$ cat config.mk
export PLATFORM = sky130hd
export DESIGN_NAME = isp_prg_flat
export DESIGN_NICKNAME = d
export VERILOG_FILES = /design/src/design/isp_pkg.sv /design/src/design/isp_if.sv /design/src/design/isp_prg.sv /design/src/design/isp_fifo.sv /design/src/flat_wrapper.sv
export SDC_FILE = /design/constraint.sdc
export NUM_CORES = 1
export LEC_CHECK = 0
export BUFFER_PORTS_ARGS = -buffer_cell sky130_fd_sc_hd__buf_4
export CORE_MARGIN = 2
export CORE_UTILIZATION = 55
export DETAILED_ROUTE_END_ITERATION = 12
export HOLD_SLACK_MARGIN = 0.12
export PLACE_DENSITY = 0.71
export REMOVE_ABC_BUFFERS = 1
export SKIP_LAST_GASP = 1
export SLEW_MARGIN = 20
export SYNTH_ARGS = -nofsm -noshare
export SYNTH_HDL_FRONTEND = slang
export SYNTH_SLANG_ARGS = --single-unit
$ cat constraint.sdc
create_clock -name core_clk -period 3.39 [get_ports core_clk]
set_input_delay 0 -clock core_clk [delete_from_list [all_inputs] [get_ports core_clk]]
set_output_delay 0 -clock core_clk [all_outputs]
set_load 0.005 [all_outputs]
$ cat src/design/isp_pkg.sv
package isp_pkg;
  localparam int CLK_MHZ = 100;
  localparam int WORD_BITS = 32;
  localparam int TMR_W = 24;

  localparam logic [7:0] OP_PROG_EN = 8'hac;
  localparam logic [7:0] PE_KEY = 8'h53;
  localparam logic [7:0] CE_KEY = 8'h80;
  localparam logic [7:0] OP_POLL = 8'hf0;
  localparam logic [7:0] OP_LD_EXT = 8'h4d;
  localparam logic [7:0] OP_LD_HI = 8'h48;
  localparam logic [7:0] OP_LD_LO = 8'h40;
  localparam logic [7:0] OP_RD_HI = 8'h28;
  localparam logic [7:0] OP_RD_LO = 8'h20;
  localparam logic [7:0] OP_RD_EE = 8'ha0;
  localparam logic [7:0] OP_RD_SIG = 8'h30;
  localparam logic [7:0] OP_RD_LOCK = 8'h58;
  localparam logic [7:0] OP_RD_FUSE = 8'h50;
  localparam logic [7:0] OP_RD_CAL = 8'h38;
  localparam logic [7:0] OP_WR_PAGE = 8'h4c;
  localparam logic [7:0] OP_WR_EE = 8'hc0;
  localparam logic [7:0] ERASED = 8'hff;
  localparam logic [31:0] PE_WORD = {OP_PROG_EN, PE_KEY, 8'h00, 8'h00};

  localparam real T_WD_FLASH_MS = 4.5;
  localparam real T_WD_EEPROM_MS = 3.6;
  localparam real T_WD_ERASE_MS = 9.0;
  localparam real T_PWRUP_MS = 20.0;
  localparam int WD_FLASH_CYC_DEF = int'($ceil(T_WD_FLASH_MS * 1000.0 * CLK_MHZ));
  localparam int WD_EEPROM_CYC_DEF = int'($ceil(T_WD_EEPROM_MS * 1000.0 * CLK_MHZ));
  localparam int WD_ERASE_CYC_DEF = int'($ceil(T_WD_ERASE_MS * 1000.0 * CLK_MHZ));
  localparam int PWRUP_CYC_DEF = int'($ceil(T_PWRUP_MS * 1000.0 * CLK_MHZ));

  localparam int RST_PULSE_CYC = 2;
  localparam int SCK_MIN_PHASE_CYC = 3;
  localparam int SCK_HALF_MIN = 8;
  localparam int SCK_HALF_DEF = 8;
  localparam int GAP_CYC = 16;

  localparam int FLASH_AW_DEF = 8;
  localparam int EE_AW_DEF = 6;
  localparam int PAGE_AW_DEF = 7;
  localparam int FIFO_DEPTH_DEF = 32;
endpackage

$ cat src/design/isp_if.sv
`timescale 1ns/1ns
`default_nettype none
interface isp_if;
  logic prog_rst_n;
  logic sck;
  logic serial_prog_data_in;
  logic serial_prog_data_out;
  modport dev (
    input prog_rst_n,
    input sck,
    input serial_prog_data_in,
    output serial_prog_data_out
  );
  modport prg (
    output prog_rst_n,
    output sck,
    output serial_prog_data_in,
    input serial_prog_data_out
  );
endinterface
`default_nettype wire

$ cat src/design/isp_prg.sv
`timescale 1ns/1ns
`default_nettype none
module isp_prg import isp_pkg::*; #(
  parameter int SCK_HALF = SCK_HALF_DEF,
  parameter int PWRUP_CYC = PWRUP_CYC_DEF,
  parameter int WD_FLASH_CYC = WD_FLASH_CYC_DEF,
  parameter int WD_EEPROM_CYC = WD_EEPROM_CYC_DEF,
  parameter int WD_ERASE_CYC = WD_ERASE_CYC_DEF,
  parameter int FIFO_DEPTH = FIFO_DEPTH_DEF
) (
  input wire logic core_clk,
  input wire logic resetn,
  input wire logic session_en,
  input wire logic cmd_valid,
  input wire logic [31:0] cmd_data,
  output logic cmd_ready,
  output logic rsp_valid,
  output logic [7:0] rsp_data,
  output logic enabled,
  isp_if.prg link
);
  if (SCK_HALF < SCK_HALF_MIN || SCK_HALF < SCK_MIN_PHASE_CYC + 1 || PWRUP_CYC < 1 || WD_ERASE_CYC >= (1 << TMR_W)
      || PWRUP_CYC >= (1 << TMR_W)) begin : g_bad
    $error("programmer timing parameters out of range");
  end

  typedef enum logic [2:0] {
    ST_OFF = 3'b000,
    ST_PULSE = 3'b001,
    ST_PWRUP = 3'b010,
    ST_SHIFT = 3'b011,
    ST_WAIT = 3'b100,
    ST_IDLE = 3'b101
  } isp_pst_e;

  isp_pst_e st_r;
  logic [TMR_W-1:0] cnt_r;
  logic [4:0] bit_r;
  logic [31:0] word_r;
  logic [31:0] rxw_r;
  logic [31:0] sent_r;
  logic pe_ok_r;
  logic rst_r;
  logic sck_r;
  logic sdi_r;
  logic sdo_a_r;
  logic sdo_b_r;
  logic pop_r;
  logic rsp_valid_r;
  logic [7:0] rsp_data_r;

  wire fifo_valid;
  wire [31:0] fifo_data;

  isp_fifo #(.WIDTH(WORD_BITS), .DEPTH(FIFO_DEPTH)) u_fifo (
    .core_clk(core_clk),
    .resetn(resetn),
    .in_valid(cmd_valid),
    .in_data(cmd_data),
    .in_ready(cmd_ready),
    .out_valid(fifo_valid),
    .out_data(fifo_data),
    .out_ready(pop_r)
  );

  // no busy polling here: each write simply waits its worst case
  function automatic logic [TMR_W-1:0] wait_cyc(input logic [31:0] w);
    if (w[31:24] == OP_WR_PAGE) return TMR_W'(WD_FLASH_CYC);
    if (w[31:24] == OP_WR_EE) return TMR_W'(WD_EEPROM_CYC);
    if (w[31:24] == OP_PROG_EN && w[23:16] == CE_KEY) return TMR_W'(WD_ERASE_CYC);
    return TMR_W'(GAP_CYC);
  endfunction

  wire half_done = (cnt_r == '0);
  // enable word always goes first after every reset pulse
  wire start_pe = (st_r == ST_PWRUP) && half_done;
  wire start_cmd = (st_r == ST_IDLE) && fifo_valid && !pop_r;
  wire start = start_pe || start_cmd;
  wire [31:0] start_word = start_pe ? PE_WORD : fifo_data;
  wire last_fall = (st_r == ST_SHIFT) && half_done && sck_r && (bit_r == 5'h1f);

  assign link.prog_rst_n = rst_r;
  assign link.sck = sck_r;
  assign link.serial_prog_data_in = sdi_r;
  assign rsp_valid = rsp_valid_r;
  assign rsp_data = rsp_data_r;
  assign enabled = pe_ok_r;

  always_ff @(posedge core_clk or negedge resetn) begin
    if (!resetn) begin
      sdo_a_r <= 1'b0;
      sdo_b_r <= 1'b0;
    end else begin
      sdo_a_r <= link.serial_prog_data_out;
      sdo_b_r <= sdo_a_r;
    end
  end

  always_ff @(posedge core_clk or negedge resetn) begin
    if (!resetn) begin
      st_r <= ST_OFF;
      cnt_r <= '0;
      bit_r <= '0;
      word_r <= '0;
      rxw_r <= '0;
      sent_r <= '0;
      pe_ok_r <= 1'b0;
      rst_r <= 1'b1;
      sck_r <= 1'b0;
      sdi_r <= 1'b0;
      pop_r <= 1'b0;
      rsp_valid_r <= 1'b0;
      rsp_data_r <= '0;
    end else begin
      pop_r <= 1'b0;
      rsp_valid_r <= 1'b0;
      if (!half_done) begin
        cnt_r <= cnt_r - 1'b1;
      end
      case (st_r)
        ST_OFF: begin
          if (session_en) begin
            st_r <= ST_PULSE;
            cnt_r <= TMR_W'(RST_PULSE_CYC - 1);
          end
        end
        ST_PULSE: begin
          // clock already low, reset held high for the pulse
          if (half_done) begin
            rst_r <= 1'b0;
            st_r <= ST_PWRUP;
            cnt_r <= TMR_W'(PWRUP_CYC - 1);
          end
        end
        ST_SHIFT: begin
          if (half_done && !sck_r) begin
            sck_r <= 1'b1;
            rxw_r <= {rxw_r[30:0], sdo_b_r};
            cnt_r <= TMR_W'(SCK_HALF - 1);
          end else if (half_done && bit_r != 5'h1f) begin
            sck_r <= 1'b0;
            bit_r <= bit_r + 5'h01;
            sdi_r <= word_r[31];
            word_r <= {word_r[30:0], 1'b0};
            cnt_r <= TMR_W'(SCK_HALF - 1);
          end
        end
        ST_WAIT: begin
          if (half_done) begin
            st_r <= ST_IDLE;
          end
        end
        default: begin
        end
      endcase
      if (last_fall) begin
        sck_r <= 1'b0;
        sdi_r <= 1'b0;
        if (!pe_ok_r && rxw_r[15:8] != PE_KEY) begin
          rst_r <= 1'b1;
          st_r <= ST_PULSE;
          cnt_r <= TMR_W'(RST_PULSE_CYC - 1);
        end else if (!pe_ok_r) begin
          pe_ok_r <= 1'b1;
          st_r <= ST_WAIT;
          cnt_r <= TMR_W'(GAP_CYC);
        end else begin
          pop_r <= 1'b1;
          rsp_valid_r <= 1'b1;
          rsp_data_r <= rxw_r[7:0];
          st_r <= ST_WAIT;
          cnt_r <= wait_cyc(sent_r);
        end
      end
      if (start) begin
        st_r <= ST_SHIFT;
        sent_r <= start_word;
        sdi_r <= start_word[31];
        word_r <= {start_word[30:0], 1'b0};
        bit_r <= '0;
        sck_r <= 1'b0;
        cnt_r <= TMR_W'(SCK_HALF - 1);
      end
      if (!session_en) begin
        st_r <= ST_OFF;
        rst_r <= 1'b1;
        sck_r <= 1'b0;
        sdi_r <= 1'b0;
        pe_ok_r <= 1'b0;
      end
    end
  end
endmodule
`default_nettype wire

$ cat src/design/isp_fifo.sv
`timescale 1ns/1ns
`default_nettype none
module isp_fifo import isp_pkg::*; #(
  parameter int WIDTH = WORD_BITS,
  parameter int DEPTH = FIFO_DEPTH_DEF
) (
  input wire logic core_clk,
  input wire logic resetn,
  input wire logic in_valid,
  input wire logic [WIDTH-1:0] in_data,
  output logic in_ready,
  output logic out_valid,
  output logic [WIDTH-1:0] out_data,
  input wire logic out_ready
);
  localparam int AW = $clog2(DEPTH);
  if (DEPTH < 2 || (1 << AW) != DEPTH || WIDTH < 1) begin : g_bad
    $error("fifo depth must be a power of two, at least 2");
  end

  logic [WIDTH-1:0] mem [DEPTH];
  logic [AW-1:0] wr_ptr_r;
  logic [AW-1:0] rd_ptr_r;
  logic [AW:0] count_r;
  logic in_ready_r;

  wire push = in_valid && in_ready_r;
  wire pop = out_valid && out_ready;
  wire [AW:0] count_nxt = count_r + {{AW{1'b0}}, push} - {{AW{1'b0}}, pop};

  assign out_valid = (count_r != '0);
  assign out_data = mem[rd_ptr_r];
  assign in_ready = in_ready_r;

  always_ff @(posedge core_clk or negedge resetn) begin
    if (!resetn) begin
      wr_ptr_r <= '0;
      rd_ptr_r <= '0;
      count_r <= '0;
      in_ready_r <= 1'b0;
    end else begin
      wr_ptr_r <= wr_ptr_r + AW'(push);
      rd_ptr_r <= rd_ptr_r + AW'(pop);
      count_r <= count_nxt;
      // registered full keeps the ready output glitch free
      in_ready_r <= (count_nxt != (AW+1)'(DEPTH));
    end
  end

  always_ff @(posedge core_clk) begin
    if (push) begin
      mem[wr_ptr_r] <= in_data;
    end
  end
endmodule
`default_nettype wire

$ cat src/flat_wrapper.sv
// flat-port wrapper written by rule: the top's interface ports become plain ports
module isp_prg_flat import isp_pkg::*;
#(
  parameter int SCK_HALF = SCK_HALF_DEF,
  parameter int PWRUP_CYC = PWRUP_CYC_DEF,
  parameter int WD_FLASH_CYC = WD_FLASH_CYC_DEF,
  parameter int WD_EEPROM_CYC = WD_EEPROM_CYC_DEF,
  parameter int WD_ERASE_CYC = WD_ERASE_CYC_DEF,
  parameter int FIFO_DEPTH = FIFO_DEPTH_DEF
)
  (core_clk, resetn, session_en, cmd_valid, cmd_data, cmd_ready, rsp_valid, rsp_data, enabled, link_prog_rst_n, link_sck, link_serial_prog_data_in, link_serial_prog_data_out);
  isp_if link_i ();
  input wire logic core_clk;
  input wire logic resetn;
  input wire logic session_en;
  input wire logic cmd_valid;
  input wire logic [31:0] cmd_data;
  output logic cmd_ready;
  output logic rsp_valid;
  output logic [7:0] rsp_data;
  output logic enabled;
  output wire logic [$bits(link_i.prog_rst_n)-1:0] link_prog_rst_n;
  output wire logic [$bits(link_i.sck)-1:0] link_sck;
  output wire logic [$bits(link_i.serial_prog_data_in)-1:0] link_serial_prog_data_in;
  input wire logic [$bits(link_i.serial_prog_data_out)-1:0] link_serial_prog_data_out;
  assign link_prog_rst_n = link_i.prog_rst_n;
  assign link_sck = link_i.sck;
  assign link_serial_prog_data_in = link_i.serial_prog_data_in;
  assign link_i.serial_prog_data_out = link_serial_prog_data_out;
  isp_prg #(.SCK_HALF(SCK_HALF), .PWRUP_CYC(PWRUP_CYC), .WD_FLASH_CYC(WD_FLASH_CYC), .WD_EEPROM_CYC(WD_EEPROM_CYC), .WD_ERASE_CYC(WD_ERASE_CYC), .FIFO_DEPTH(FIFO_DEPTH)) u_core (.core_clk(core_clk), .resetn(resetn), .session_en(session_en), .cmd_valid(cmd_valid), .cmd_data(cmd_data), .cmd_ready(cmd_ready), .rsp_valid(rsp_valid), .rsp_data(rsp_data), .enabled(enabled), .link(link_i));
endmodule
Yosys cells after proc, flatten, opt, wreduce, memory -nomap -nowiden
Memory sizes are Yosys's and may differ from the RTL's.
Index checks and enable logic that the tools add are counted.

word-level totals
  bits in writable memories = 1024
  word-level logic and storage cells = 149
  latch bits = 0
  input port bits = 37
  output and inout port bits = 14
  memories kept = 1
  memory bits (read-only) = 0
  bits in registers = 144

memory list
  name               words  bits a word  rd ports  clocked after memory_dff  wr ports  line            source
  u_core.u_fifo.mem  32     32           1         0                         1         isp_fifo.sv:21  logic [WIDTH-1:0] mem [DEPTH];

operators by class
  reductions and logical operators = 28
  eq/ne operators = 23
  divide/modulo/power cells = 0
  multiplexer cells = 72
  multiply operators = 0
  $lt $le $gt $ge = 0
  bitwise operators = 1
  $add $sub $neg = 6
  shift-type cells = 0

operator list
  kind                   number
  $mux 24                15
  $mux 32                5
  $pmux 24 s3            1
  $mux 1                 40
  $eq 8x8->1 const B     3
  $logic_not 24->1       1
  $sub 24x1->24 const B  1
  $mux 5                 4
  $mux 3                 6
  $logic_and 1x1->1      12
  $reduce_and 3->1       4
  $add 5x1->5            2
  $ne 5x2->1 const B     2
  $pmux 3 s3             1
  $eq 8x7->1 const B     1
  $ne 4x1->1 const B     2
  $ne 8x7->1 const B     1
  $add 6x1->6            1
  $eq 3x2->1 const B     2
  $eq 3x3->1 const B     2
  $ne 6x1->1 const B     1
  $ne 6x6->1 const B     1
  $reduce_and 2->1       3
  $reduce_bool 6->1      1
  other kinds (14)       18

Longest topological paths before layout
Gate-level depths: netlist of run 1.

  depth in word-level cells = 21
  depth in mapped cells = 15
  mapped depth without buffers = 15

Hierarchy
Synthesis of run 1 repeated with hierarchy kept, for this count alone.

unflattened totals
  cells, all modules = 2469
  area, all modules = 45578.7 um2

by module, submodules not included
  module    cells an instance  times used  area each (um2)  sequential area each (um2)
  isp_fifo  1938               1           40126.0          31174.9
  isp_prg   531                1           5452.7           2753.9

Worst setup path after synthesis of run 1
OpenSTA, ideal clock, no wires.

  kind = register to register
  start = register u_core.u_fifo.wr_ptr_r[3]
  end = memory u_core.u_fifo.mem[10][0] (netlist bit) (enable)
  clock period less this slack = 2.855 ns
  library setup time = 0.421 ns
  cell stages (with the launch flop) = 4
  buffers on the path = 1
  setup slack = 0.535 ns
  data arrival time = 2.434 ns
  cells stage by stage = dfrtp_1 clkbuf_1 or3b_2 nor2_1

RTL lines
  element                 line            source
  start, declared         isp_fifo.sv:22  logic [AW-1:0] wr_ptr_r;
  start signal, assigned  isp_fifo.sv:42  wr_ptr_r <= wr_ptr_r + AW'(push);
  end, declared           isp_fifo.sv:21

No word-level cell before the write port.

Final worst setup path of run 1
  start = register u_core.cnt_r[0]
  end = register u_core.word_r[16]

on the way
  word-level cells in the longest chain between the ends = 5

RTL lines
  element                                                    line            source
  start, declared                                            isp_prg.sv:37   logic [TMR_W-1:0] cnt_r;
  start signal, assigned                                     isp_prg.sv:118  cnt_r <= cnt_r - 1'b1;
  start signal, assigned                                     isp_prg.sv:124  cnt_r <= TMR_W'(RST_PULSE_CYC - 1);
  start signal, assigned                                     isp_prg.sv:132  cnt_r <= TMR_W'(PWRUP_CYC - 1);
  $logic_not 24->1 *                                         isp_prg.sv:74   wire half_done = (cnt_r == '0);
  $logic_and 1x1->1                                          isp_prg.sv:76   wire start_pe = (st_r == ST_PWRUP) && half_done;
  $logic_or 1x1->1                                           isp_prg.sv:78   wire start = start_pe || start_cmd;
  $ne 2x1->1 (no line) or $reduce_bool 2->1 (tied branches)  n/a
  $reduce_and 3->1 (no line)                                 n/a
  end signal, assigned                                       isp_prg.sv:144  word_r <= {word_r[30:0], 1'b0};
  end signal, assigned                                       isp_prg.sv:179  word_r <= {start_word[30:0], 1'b0};
  end, declared                                              isp_prg.sv:39   logic [31:0] word_r;

Every way passes the cells marked *; elsewhere a longest branch is shown, timed or not.
A chain may end at the register's enable or synchronous reset.

==> results of run 1 <==
## where the power goes
part           internal, W  switching [W]  total (W)
clock              0.00697        0.00506     0.0120
sequential          0.0166       0.000434     0.0170
combinational      0.00108        0.00221    0.00328
## cell type report
| cell class | instances | share of cell area [%] |
|---|---|---|
| timing repair buffer | 213 | 3.787 |
| tap | 1070 | 2.586 |
| clock buffer | 142 | 5.791 |
| clock inverter | 62 | 1.078 |
| multi-input combinational | 964 | 21.03 |
| inverter | 22 | 0.1595 |
| sequential | 1151 | 65.57 |
## sequential cells by signal, summed over array words and instances, names as in the netlist, 3 cells and up
| signal | flops |
|---|---|
| u_core.rxw_r | 16 |
| u_core.st_r | 3 |
| u_core.u_fifo.mem | 1024 |
| u_core.u_fifo.count_r | 6 |
| u_core.word_r | 31 |
| u_core.rsp_data | 8 |
| u_core.u_fifo.wr_ptr_r | 5 |
| u_core.cnt_r | 24 |
| u_core.u_fifo.rd_ptr_r | 5 |
| u_core.bit_r | 5 |
| u_core.sent_r | 16 |
## critical path: cells and delay by family, from the launching register on
family | cells | cell delay [ps]
AND/OR/NAND/NOR | 4 | 1700
flip-flops | 1 | 420
buffers and inverters | 2 | 350
AO/OA/AOI/OAI | 2 | 330
adder cells (fa/ha/maj) | 1 | 210
## timing repair
item                       4_1_cts  5_1_grt
hold buffers                    38        0
hold endpoints to repair      1176        0
setup endpoints to repair        0        0
## routing by layer
layer  part of all wire [%]  up-vias
met4                    2.4        0
met1                     40    12281
met3                    6.6      168
met5                      0        -
met2                     51      974
li1                       -     9653
## metrics by stage
stage	setup WS [ps]	instances	setup TNS, ps
3_5_place_dp	316.0	3382	0
5_1_grt	115.1	3624	0
3_3_place_gp	409.7	3382	0
2_1_floorplan	-8103	2137	-414060
4_1_cts	302.3	3624	0
6_report	270.2	3624	0
## cell usage after synthesis, drive strengths merged (3+ instances only)
cell type / instances / area share [%]
mux4: 268 / 13
nor3b: 4 / 0.067
nand3: 16 / 0.19
mux2i: 56 / 1.2
nor4b: 4 / 0.078
and3: 4 / 0.055
nor2: 113 / 0.98
nor2b: 6 / 0.083
mux2: 73 / 1.8
o21ai: 44 / 0.49
a21oi: 97 / 1.1
a31oi: 14 / 0.19
nor4bb: 3 / 0.067
or3b: 3 / 0.058
a211oi: 8 / 0.13
nand3b: 4 / 0.067
edfxtp: 1024 / 68
buf: 51 / 0.52
xor2: 10 / 0.19
ha: 16 / 0.44
xnor2: 11 / 0.21
or3: 11 / 0.16
nand4: 9 / 0.12
and2: 3 / 0.042
nor4: 7 / 0.097
o211ai: 4 / 0.067
nand2: 79 / 0.66
inv: 22 / 0.18
o22ai: 30 / 0.42
or4: 6 / 0.10
nand2b: 7 / 0.097
nor3: 21 / 0.27
clkbuf: 64 / 0.53
o311ai: 3 / 0.058
o31a: 3 / 0.058
o21bai: 3 / 0.050
dfrtp: 126 / 7.0
## cell families after synthesis
logic type | share of synthesized area (%)
AOI/OAI and AO/OA | 2.874
xor gates and xnor gates | 0.4078
DFF | 75.22
and+or+nand+nor | 3.301
buffers and inverters | 1.234
adders and majority gates | 0.5104
muxes | 16.45
## path summary, 6_finish.rpt
path,cells past startpoint,slack [ps],startpoint,end
min in group asynchronous,3,500,resetn,u_core.sdo_a_r$_DFF_PN0_
worst min-delay path,3,160,session_en,u_core.link.prog_rst_n$_DFF_PN1_
worst max register to register,9,270,u_core.cnt_r[0]$_DFF_PN0_,u_core.word_r[16]$_DFFE_PN0P_
max in group asynchronous,4,1990,resetn,u_core.cnt_r[22]$_DFF_PN0_
worst min register to register,0,350,u_core.sdo_a_r$_DFF_PN0_,u_core.sdo_b_r$_DFF_PN0_
worst max-delay path,9,270,u_core.cnt_r[0]$_DFF_PN0_,u_core.word_r[16]$_DFFE_PN0P_
==> results.json, run 1 <==
{
  "status": "completed",
  "async_flop_share_pct": 11.03,
  "power_w": 0.03235,
  "max_clock_freq_mhz": 320.5,
  "ir_drop_mv": 0.4627,
  "die_w_um": 290.4,
  "clock_sinks": 1151,
  "cts_buffer_depth": 3,
  "crit_arrival_ps": 3670,
  "totalWireLength_um": 105100,
  "cts.clk_slew.worst_paths_ps": 60,
  "root_buffer": "clkbuf_16",
  "antenna_found_initial": 0,
  "worst_ep_required_time_ps": 3940,
  "htreeDepth": 3,
  "setup_violations": 0,
  "start_util_pct": 55.28,
  "grt_overflow": 0,
  "cts_tree": "done",
  "grt_pass1_vias": 23686,
  "grt_busiest_layer": "met2",
  "worst_path_max_delay_cell": "or4b_1",
  "syn_to_final_growth_pct": 14.77,
  "ant_nets": 0,
  "dr.pass1.iters": 7,
  "finalCritPeriodShare_pct": 92.03,
  "diodes": 0,
  "tightest_slew_ps": 1076,
  "dpl-instance-area_um2": 47820,
  "numPortBuffers": 50,
  "synth_ff_type": "edfxtp_1",
  "fp.dieH_um": 290.4,
  "slew_headroom_pct": 28.25,
  "cts_setup_buffers": 0,
  "slowest_delay_ps": 610,
  "hold_slack_ps": 159.7,
  "grt_use_met3_pct": 3.801,
  "fin_util_pct": 63.45,
  "cts_buffers": 111,
  "core_area_um2": 81580,
  "hold_viol_final": 0,
  "grtUsageTotal_pct": 25.37,
  "cts_resized": 0,
  "viasPerCell": 6.368,
  "use_met1_pct": 34.86,
  "end_kind": "register",
  "p_leak_nw": 16.75,
  "final_cell_mix": "edfxtp_1 (1024), mux4_2 (268), buf_4 (153), dfrtp_1 (122), clkbuf_16 (114)",
  "path_cells": "inv_1, ha_1, or4b_1, nor3_2, nand3_2, or3_1, buf_4, o21ai_0, a21oi_1",
  "hp-class": "in -> reg",
  "critPathKind": "reg -> reg",
  "crit_fanout": 28,
  "syn_area_um2": 45100,
  "mostFrequentLayoutCell": "edfxtp_1",
  "final_area_um2": 51770,
  "avgRoutedWirePerCell_um": 28.99,
  "nNetsFinal": 2517,
  "syn_inst": 2252,
  "vias": 23076,
  "synth-edff-count": 1024,
  "pin_count": 51,
  "insertion_delay_ps": 680,
  "gp_congestion": 0.9049,
  "rsz0062_at_grt": "false",
  "die_area_um2": 84310,
  "hpwl_um": 62590,
  "ys_warn_count": 0,
  "avgSynthCellArea_um2": 20.03,
  "grt_pass1_wl_um": 156800,
  "drt_iter0_drc": 2565,
  "grt_start_max_net_pins": 100,
  "multi_input_area_um2": 10890,
  "clock_skew_ps": 31.67,
  "power-per-cell-area_nw_per_um2": 624.9,
  "drive_gt1_share_pct": 28.27,
  "yosysSeqAreaShare_pct": 75.22,
  "ys_seq_elements": 1151,
  "met2_usage_pct": 42.70,
  "yosysUniqueCellTypes": 68,
  "fin_crit_ps": 3120,
  "final-seq-area_um2": 33940,
  "final_max_slew_viol_count": 0,
  "drcViolationCount": 0,
  "cap_violations": 0,
  "final.fill_count": 5389,
  "crit_path_start_kind": "register",
  "rows": 105
}
Note: power is estimated with default switching activity, not from simulation.
==> inputs of run 2 (changes only) <==
--- a/config.mk
+++ b/config.mk
@@ -10,7 +10,7 @@
 export CORE_UTILIZATION = 55
 export DETAILED_ROUTE_END_ITERATION = 12
 export HOLD_SLACK_MARGIN = 0.12
-export PLACE_DENSITY = 0.71
+export PLACE_DENSITY = 0.74
 export REMOVE_ABC_BUFFERS = 1
 export SKIP_LAST_GASP = 1
 export SLEW_MARGIN = 20
==> constraint.sdc (replaced) <==
create_clock -name core_clk -period 2.8 [get_ports core_clk]
set_input_delay 0 -clock core_clk [delete_from_list [all_inputs] [get_ports core_clk]]
set_output_delay 0 -clock core_clk [all_outputs]
set_load 0.005 [all_outputs]
==> run 2 against run 1 <==
Compared with the run above: register-to-register slack got worse by 190 ps; largest power group unchanged; largest cell class unchanged; core utilization up 1.2 points; sequential cell count unchanged; global-route usage up 0.93 points; sequential share of layout area fell by 1.2 points.
==> results.json, run 2 (same netlist as run 1, synthesis figures left out) <==
{
  "setup_violations": 0,
  "clock_sinks": 1151,
  "ir_drop_mv": 0.5734,
  "power-per-cell-area_nw_per_um2": 766.4,
  "ant_nets": 0,
  "syn_to_final_growth_pct": 16.94,
  "rsz0062_at_grt": "true",
  "multi_input_area_um2": 10960,
  "hold_path.startpoint": "session_en",
  "end_kind": "register",
  "worst_path_max_delay_cell": "or4_1",
  "crit_path_start_kind": "register",
  "grt_start_max_net_pins": 52,
  "numPortBuffers": 50,
  "cts_buffer_depth": 3,
  "dr.pass1.iters": 5,
  "critPathKind": "reg -> reg",
  "drt_iter0_drc": 2587,
  "dp_cells": 3427,
  "grt_overflow": 0,
  "fin_cells": 3680,
  "crit_arrival_ps": 3310,
  "critPathBufInv": 3,
  "status": "completed",
  "path_cells": "or4_1, or3_4, buf_4, nor3_2, buf_4, a21o_1, buf_12, nor2_1, nor2_1",
  "fin_crit_ps": 2721,
  "final_area_um2": 52740,
  "hold_viol_final": 0,
  "avgRoutedWirePerCell_um": 29.78,
  "postLayoutSetupSlackWorst_ps": 79.12,
  "viasPerCell": 6.474,
  "slowest_delay_ps": 710,
  "crit_start": "u_core.cnt_r[17]$_DFF_PN0_",
  "grtUsageTotal_pct": 26.30,
  "htreeDepth": 3,
  "drcViolationCount": 0,
  "root_buffer": "clkbuf_16",
  "die_w_um": 290.4,
  "finalCritPeriodShare_pct": 97.17,
  "rows": 105,
  "fp.dieH_um": 290.4,
  "diodes": 0,
  "top_register": "u_core.u_fifo.mem",
  "crit_family": "simple AND/OR/NAND/NOR gates",
  "hp-class": "in -> reg",
  "grt_pass1_vias": 24308,
  "cts_buffers": 113,
  "die_area_um2": 84310,
  "core_area_um2": 81580,
  "tightest_slew_ps": 810.8,
  "max_clock_freq_mhz": 367.5,
  "largest_register_ff_count": 1024,
  "grt_pass1_wl_um": 161600,
  "vias": 23824,
  "dpl-instance-area_um2": 48420,
  "p_leak_nw": 17.22,
  "crit_fanout": 14,
  "final.fill_count": 5260,
  "nNetsFinal": 2567,
  "worstReg2RegStart": "u_core.cnt_r[17]$_DFF_PN0_",
  "tns_ps": 0,
  "slew_headroom_pct": 45.95,
  "start_util_pct": 55.28,
  "place_ws_ps": -32.25,
  "top_regs": "u_core.u_fifo.mem (1024), u_core.word_r (31), u_core.cnt_r (24)",
  "cap_violations": 0,
  "final_max_slew_viol_count": 0,
  "hold_slack_ps": 181.7,
  "gp_congestion": 0.8570,
  "totalWireLength_um": 109600,
  "clock_skew_ps": 24.79,
  "insertion_delay_ps": 690,
  "hpwl_um": 61690,
  "worst_ep_required_time_ps": 3390,
  "cts_tree": "done",
  "pin_count": 51,
  "mostFrequentLayoutCell": "edfxtp_1",
  "final_cell_mix": "edfxtp_1 (1024), mux4_2 (268), buf_4 (178), dfrtp_1 (122), clkbuf_16 (116)",
  "antenna_found_initial": 1,
  "final-seq-area_um2": 33940,
  "drive_gt1_share_pct": 30.77,
  "cts.clk_slew.worst_paths_ps": 60
}
==> run 2: per-stage QoR <==
stage               power (W)  util, %
CTS                   0.04051    64.55
floorplan             0.02297        -
detailed placement    0.02514    59.35
global placement      0.02493    59.35
global route          0.04166    64.65
finish                0.04042    64.65
==> run 2: layout make-up <==
cell class              count  area share [%]
repair buffers            261           4.941
clock inverters            69           1.426
clock buffers             143           5.810
well taps                1070           2.538
inverters                  22          0.1566
multi-input cells         964           20.78
flip-flops and latches   1151           64.35
==> run 2: timing repair <==
action / 4_1_cts / 5_1_grt
pin swaps: 0 / 2
endpoints found under the setup margin: 13 / 78
hold endpoints to repair: 1176 / 0
buffers inserted: 0 / 1
resized for setup: 2 / 15
hold buffers: 40 / 0
==> run 2: worst paths after layout <==
kind | to | depth (start not counted) | slack [ps]
worst max-delay path | u_core.sent_r[17]$_DFFE_PN0N_ | 9 | 80
worst min-delay path | u_core.enabled$_DFFE_PN0P_ | 3 | 180
worst max register to register | u_core.sent_r[17]$_DFFE_PN0N_ | 9 | 80
worst min register to register | u_core.sdo_b_r$_DFF_PN0_ | 0 | 360
max in group asynchronous | u_core.sent_r[17]$_DFFE_PN0N_ | 4 | 2040
min in group asynchronous | u_core.rsp_data[0]$_DFFE_PN0P_ | 4 | 440
==> run 2: worst min-delay path, delay by kind of cell <==
| family | cells | cell delay [ps] |
|---|---|---|
| AOI/OAI and AO/OA | 1 | 110 |
| buffers and inverters | 2 | 700 |
==> run 2: layer usage <==
metal | vias up | track usage (%) | wire length (um) | part of all wire, %
met2 | 1277 | 43.28 | 54680 | 50
met5 | - | 0 | 13 | 0.012
met4 | 2 | 9.121 | 3845 | 3.5
li1 | 9746 | - | - | -
met3 | 249 | 4.994 | 9404 | 8.6
met1 | 12550 | 35.74 | 41640 | 38
==> run 2: power by group <==
part           switching, W  internal, W
clock network       0.00642      0.00899
logic               0.00286      0.00151
registers          0.000556       0.0201
total               0.00983       0.0306
==> inputs of run 3 (changes only) <==
--- a/config.mk
+++ b/config.mk
@@ -11,6 +11,7 @@
 export DETAILED_ROUTE_END_ITERATION = 12
 export HOLD_SLACK_MARGIN = 0.12
 export PLACE_DENSITY = 0.74
+export RECOVER_POWER = 100
 export REMOVE_ABC_BUFFERS = 1
 export SKIP_LAST_GASP = 1
 export SLEW_MARGIN = 20
==> run 3 against run 2 <==
Compared with the run above: worst hold slack gained 1.6 ps; non-clock buffer count did not move; first-iteration DRC count decreased by 3.2%; wire length grew 0.13%; clock-buffer cell count did not move; via count barely moved; core utilization down 0.21 points; maximum frequency fell by 0.30%; sequential share of layout area is 0.21 points higher; total power about the same; global-route usage did not move; highest routed layer unchanged.
==> results.json, run 3 (same netlist as run 1, synthesis figures left out) <==
{
  "ir_drop_mv": 0.5795,
  "drt_iter0_drc": 2503,
  "insertion_delay_ps": 690,
  "worstHoldPathCells": 3,
  "worst_ep_required_time_ps": 3390,
  "hold_slack_ps": 183.3,
  "fp.dieH_um": 290.4,
  "vias": 23828,
  "power_frac_clock_pct": 38.1,
  "grt_pass1_vias": 24308,
  "gp_congestion": 0.8570,
  "hold_path.startpoint": "session_en",
  "power-per-cell-area_nw_per_um2": 768.6,
  "die_area_um2": 84310,
  "setup_violations": 0,
  "place_ws_ps": -32.25,
  "cts_buffer_depth": 3,
  "htreeDepth": 3,
  "dp_cells": 3427,
  "dr.pass1.iters": 5,
  "core_area_um2": 81580,
  "critPathKind": "reg -> reg",
  "root_buffer": "clkbuf_16",
  "die_w_um": 290.4,
  "hpwl_um": 61690,
  "fin_crit_ps": 2729,
  "grt_pass1_wl_um": 161600,
  "finalCritPeriodShare_pct": 97.47,
  "top_register": "u_core.u_fifo.mem",
  "clock_skew_ps": 27.14,
  "hp-class": "in -> reg",
  "grt_start_max_net_pins": 52,
  "nNetsFinal": 2567,
  "totalWireLength_um": 109700,
  "drcViolationCount": 0,
  "crit_path_start_kind": "register",
  "power_frac_comb_pct": 10.7,
  "reg2regPathDepth": 9,
  "numPortBuffers": 50,
  "pin_count": 51,
  "status": "completed",
  "worstReg2RegStart": "u_core.cnt_r[17]$_DFF_PN0_",
  "tightest_slew_ps": 1390,
  "seqPwrFrac_pct": 51.1,
  "diodes": 0,
  "crit_arrival_ps": 3320,
  "cts_buffers": 113,
  "viasPerCell": 6.475,
  "crit_fanout": 14,
  "r2r_slack_ps": 70,
  "avgRoutedWirePerCell_um": 29.82,
  "cap_violations": 0,
  "final_cell_mix": "edfxtp_1 (1024), mux4_2 (268), buf_4 (129), dfrtp_1 (122), clkbuf_16 (116)",
  "r2r_end": "u_core.sent_r[17]$_DFFE_PN0N_",
  "postLayoutSetupSlackWorst_ps": 70.86,
  "slew_headroom_pct": 7.353,
  "syn_to_final_growth_pct": 16.56,
  "fin_cells": 3680,
  "switching_share_pct": 24.34,
  "start_util_pct": 55.28,
  "hold_viol_final": 0,
  "largest_register_ff_count": 1024,
  "rsz0062_at_grt": "true",
  "grtUsageTotal_pct": 26.30,
  "mostFrequentLayoutCell": "edfxtp_1",
  "antenna_found_initial": 1,
  "p_leak_nw": 17.07,
  "cts.clk_slew.worst_paths_ps": 60,
  "intPower_w": 0.03057,
  "grt_overflow": 0,
  "clock_sinks": 1151,
  "cts_tree": "done",
  "drive_gt1_share_pct": 29.39,
  "holdPathEnd": "u_core.enabled$_DFFE_PN0P_",
  "top_regs": "u_core.u_fifo.mem (1024), u_core.word_r (31), u_core.cnt_r (24)",
  "end_kind": "register",
  "rows": 105,
  "final_max_slew_viol_count": 0,
  "p_sw_w": 0.009835,
  "ant_nets": 0,
  "max_clock_freq_mhz": 366.4
}
[run 3: changes by cell type in the layout (fill, tap and decap cells not counted)]
cell	previous run	this run
clkbuf_4	0	13
buf_16	1	0
clkbuf_1	21	57
clkbuf_2	0	2
buf_12	42	41
buf_4	178	129
[run 3: final cells by class]
| type | instances | area (um^2) |
|---|---|---|
| clock buffer | 143 | 3064 |
| clock inverter | 69 | 752.0 |
| fill | 5306 | 29010 |
| inverter | 22 | 82.58 |
| multi-input combinational | 964 | 10960 |
| sequential | 1151 | 33940 |
| tap | 1070 | 1339 |
| timing repair buffer | 261 | 2434 |
[run 3: power by group through the flow]
stage                     registers [W]  logic (W)  clock network (W)
final                            0.0207    0.00434             0.0154
after global routing             0.0207    0.00464             0.0163
after floorplan                  0.0208    0.00215                  0
after detailed placement         0.0209    0.00419                  0
after global placement           0.0209    0.00407                  0
after CTS                        0.0206    0.00428             0.0156
[run 3: worst max-delay path by stage]
| stage | start | endpoint | slack [ps] | cells after the start |
|---|---|---|---|---|
| finish | u_core.cnt_r[17]$_DFF_PN0_ | u_core.sent_r[17]$_DFFE_PN0N_ | 70 | 9 |
| CTS | u_core.cnt_r[0]$_DFF_PN0_ | u_core.sent_r[17]$_DFFE_PN0N_ | -9 | 11 |
| global route | u_core.u_fifo.count_r[4]$_DFF_PN0_ | u_core.u_fifo.in_ready$_DFF_PN0_ | -80 | 15 |
| detailed placement | u_core.u_fifo.count_r[2]$_DFF_PN0_ | u_core.sent_r[22]$_DFFE_PN0N_ | -30 | 9 |
| global placement | u_core.cnt_r[0]$_DFF_PN0_ | u_core.rsp_data[3]$_DFFE_PN0P_ | 30 | 9 |
| floorplan | u_core.u_fifo.rd_ptr_r[0]$_DFF_PN0_ | u_core.link.serial_prog_data_in$_DFFE_PN0P_ | -8690 | 6 |
[run 3: what timing repair did]
item	CTS	global route
hold buffers	40	0
setup endpoints to repair	13	78
gates resized for setup	2	15
pin swaps	0	2
setup buffers	0	1
endpoints found under the hold margin	1176	0
[run 3: stage by stage]
| step | setup TNS, ps | power [W] | util (%) | instance area, um^2 |
|---|---|---|---|---|
| after floorplan | -448960 | 0.02297 | - | 44630 |
| after detailed placement | -81.06 | 0.02514 | 59.35 | 48420 |
| after global routing | -76.28 | 0.04165 | 64.44 | 52570 |
| final | 0 | 0.04041 | 64.44 | 52570 |
| after CTS | -35.48 | 0.04051 | 64.55 | 52670 |
| after global placement | 0 | 0.02493 | 59.35 | 48420 |
[run 3: metal layers]
layer  vias to the layer above  track usage (%)  share of wire, %
li1                       9755                -                 -
met1                     12499            35.74                38
met2                      1320            43.28                50
met3                       252            4.994               8.5
met4                         2            9.121               3.6
met5                         -                0             0.012
[run 3: worst max-delay path: stages, from the launching register on]
cell	delay, ps
dfrtp_1	440
or4_1	710
or3_4	470
buf_4	170
nor3_2	190
buf_4	160
a21o_1	180
buf_12	160
nor2_1	60
nor2_1	120
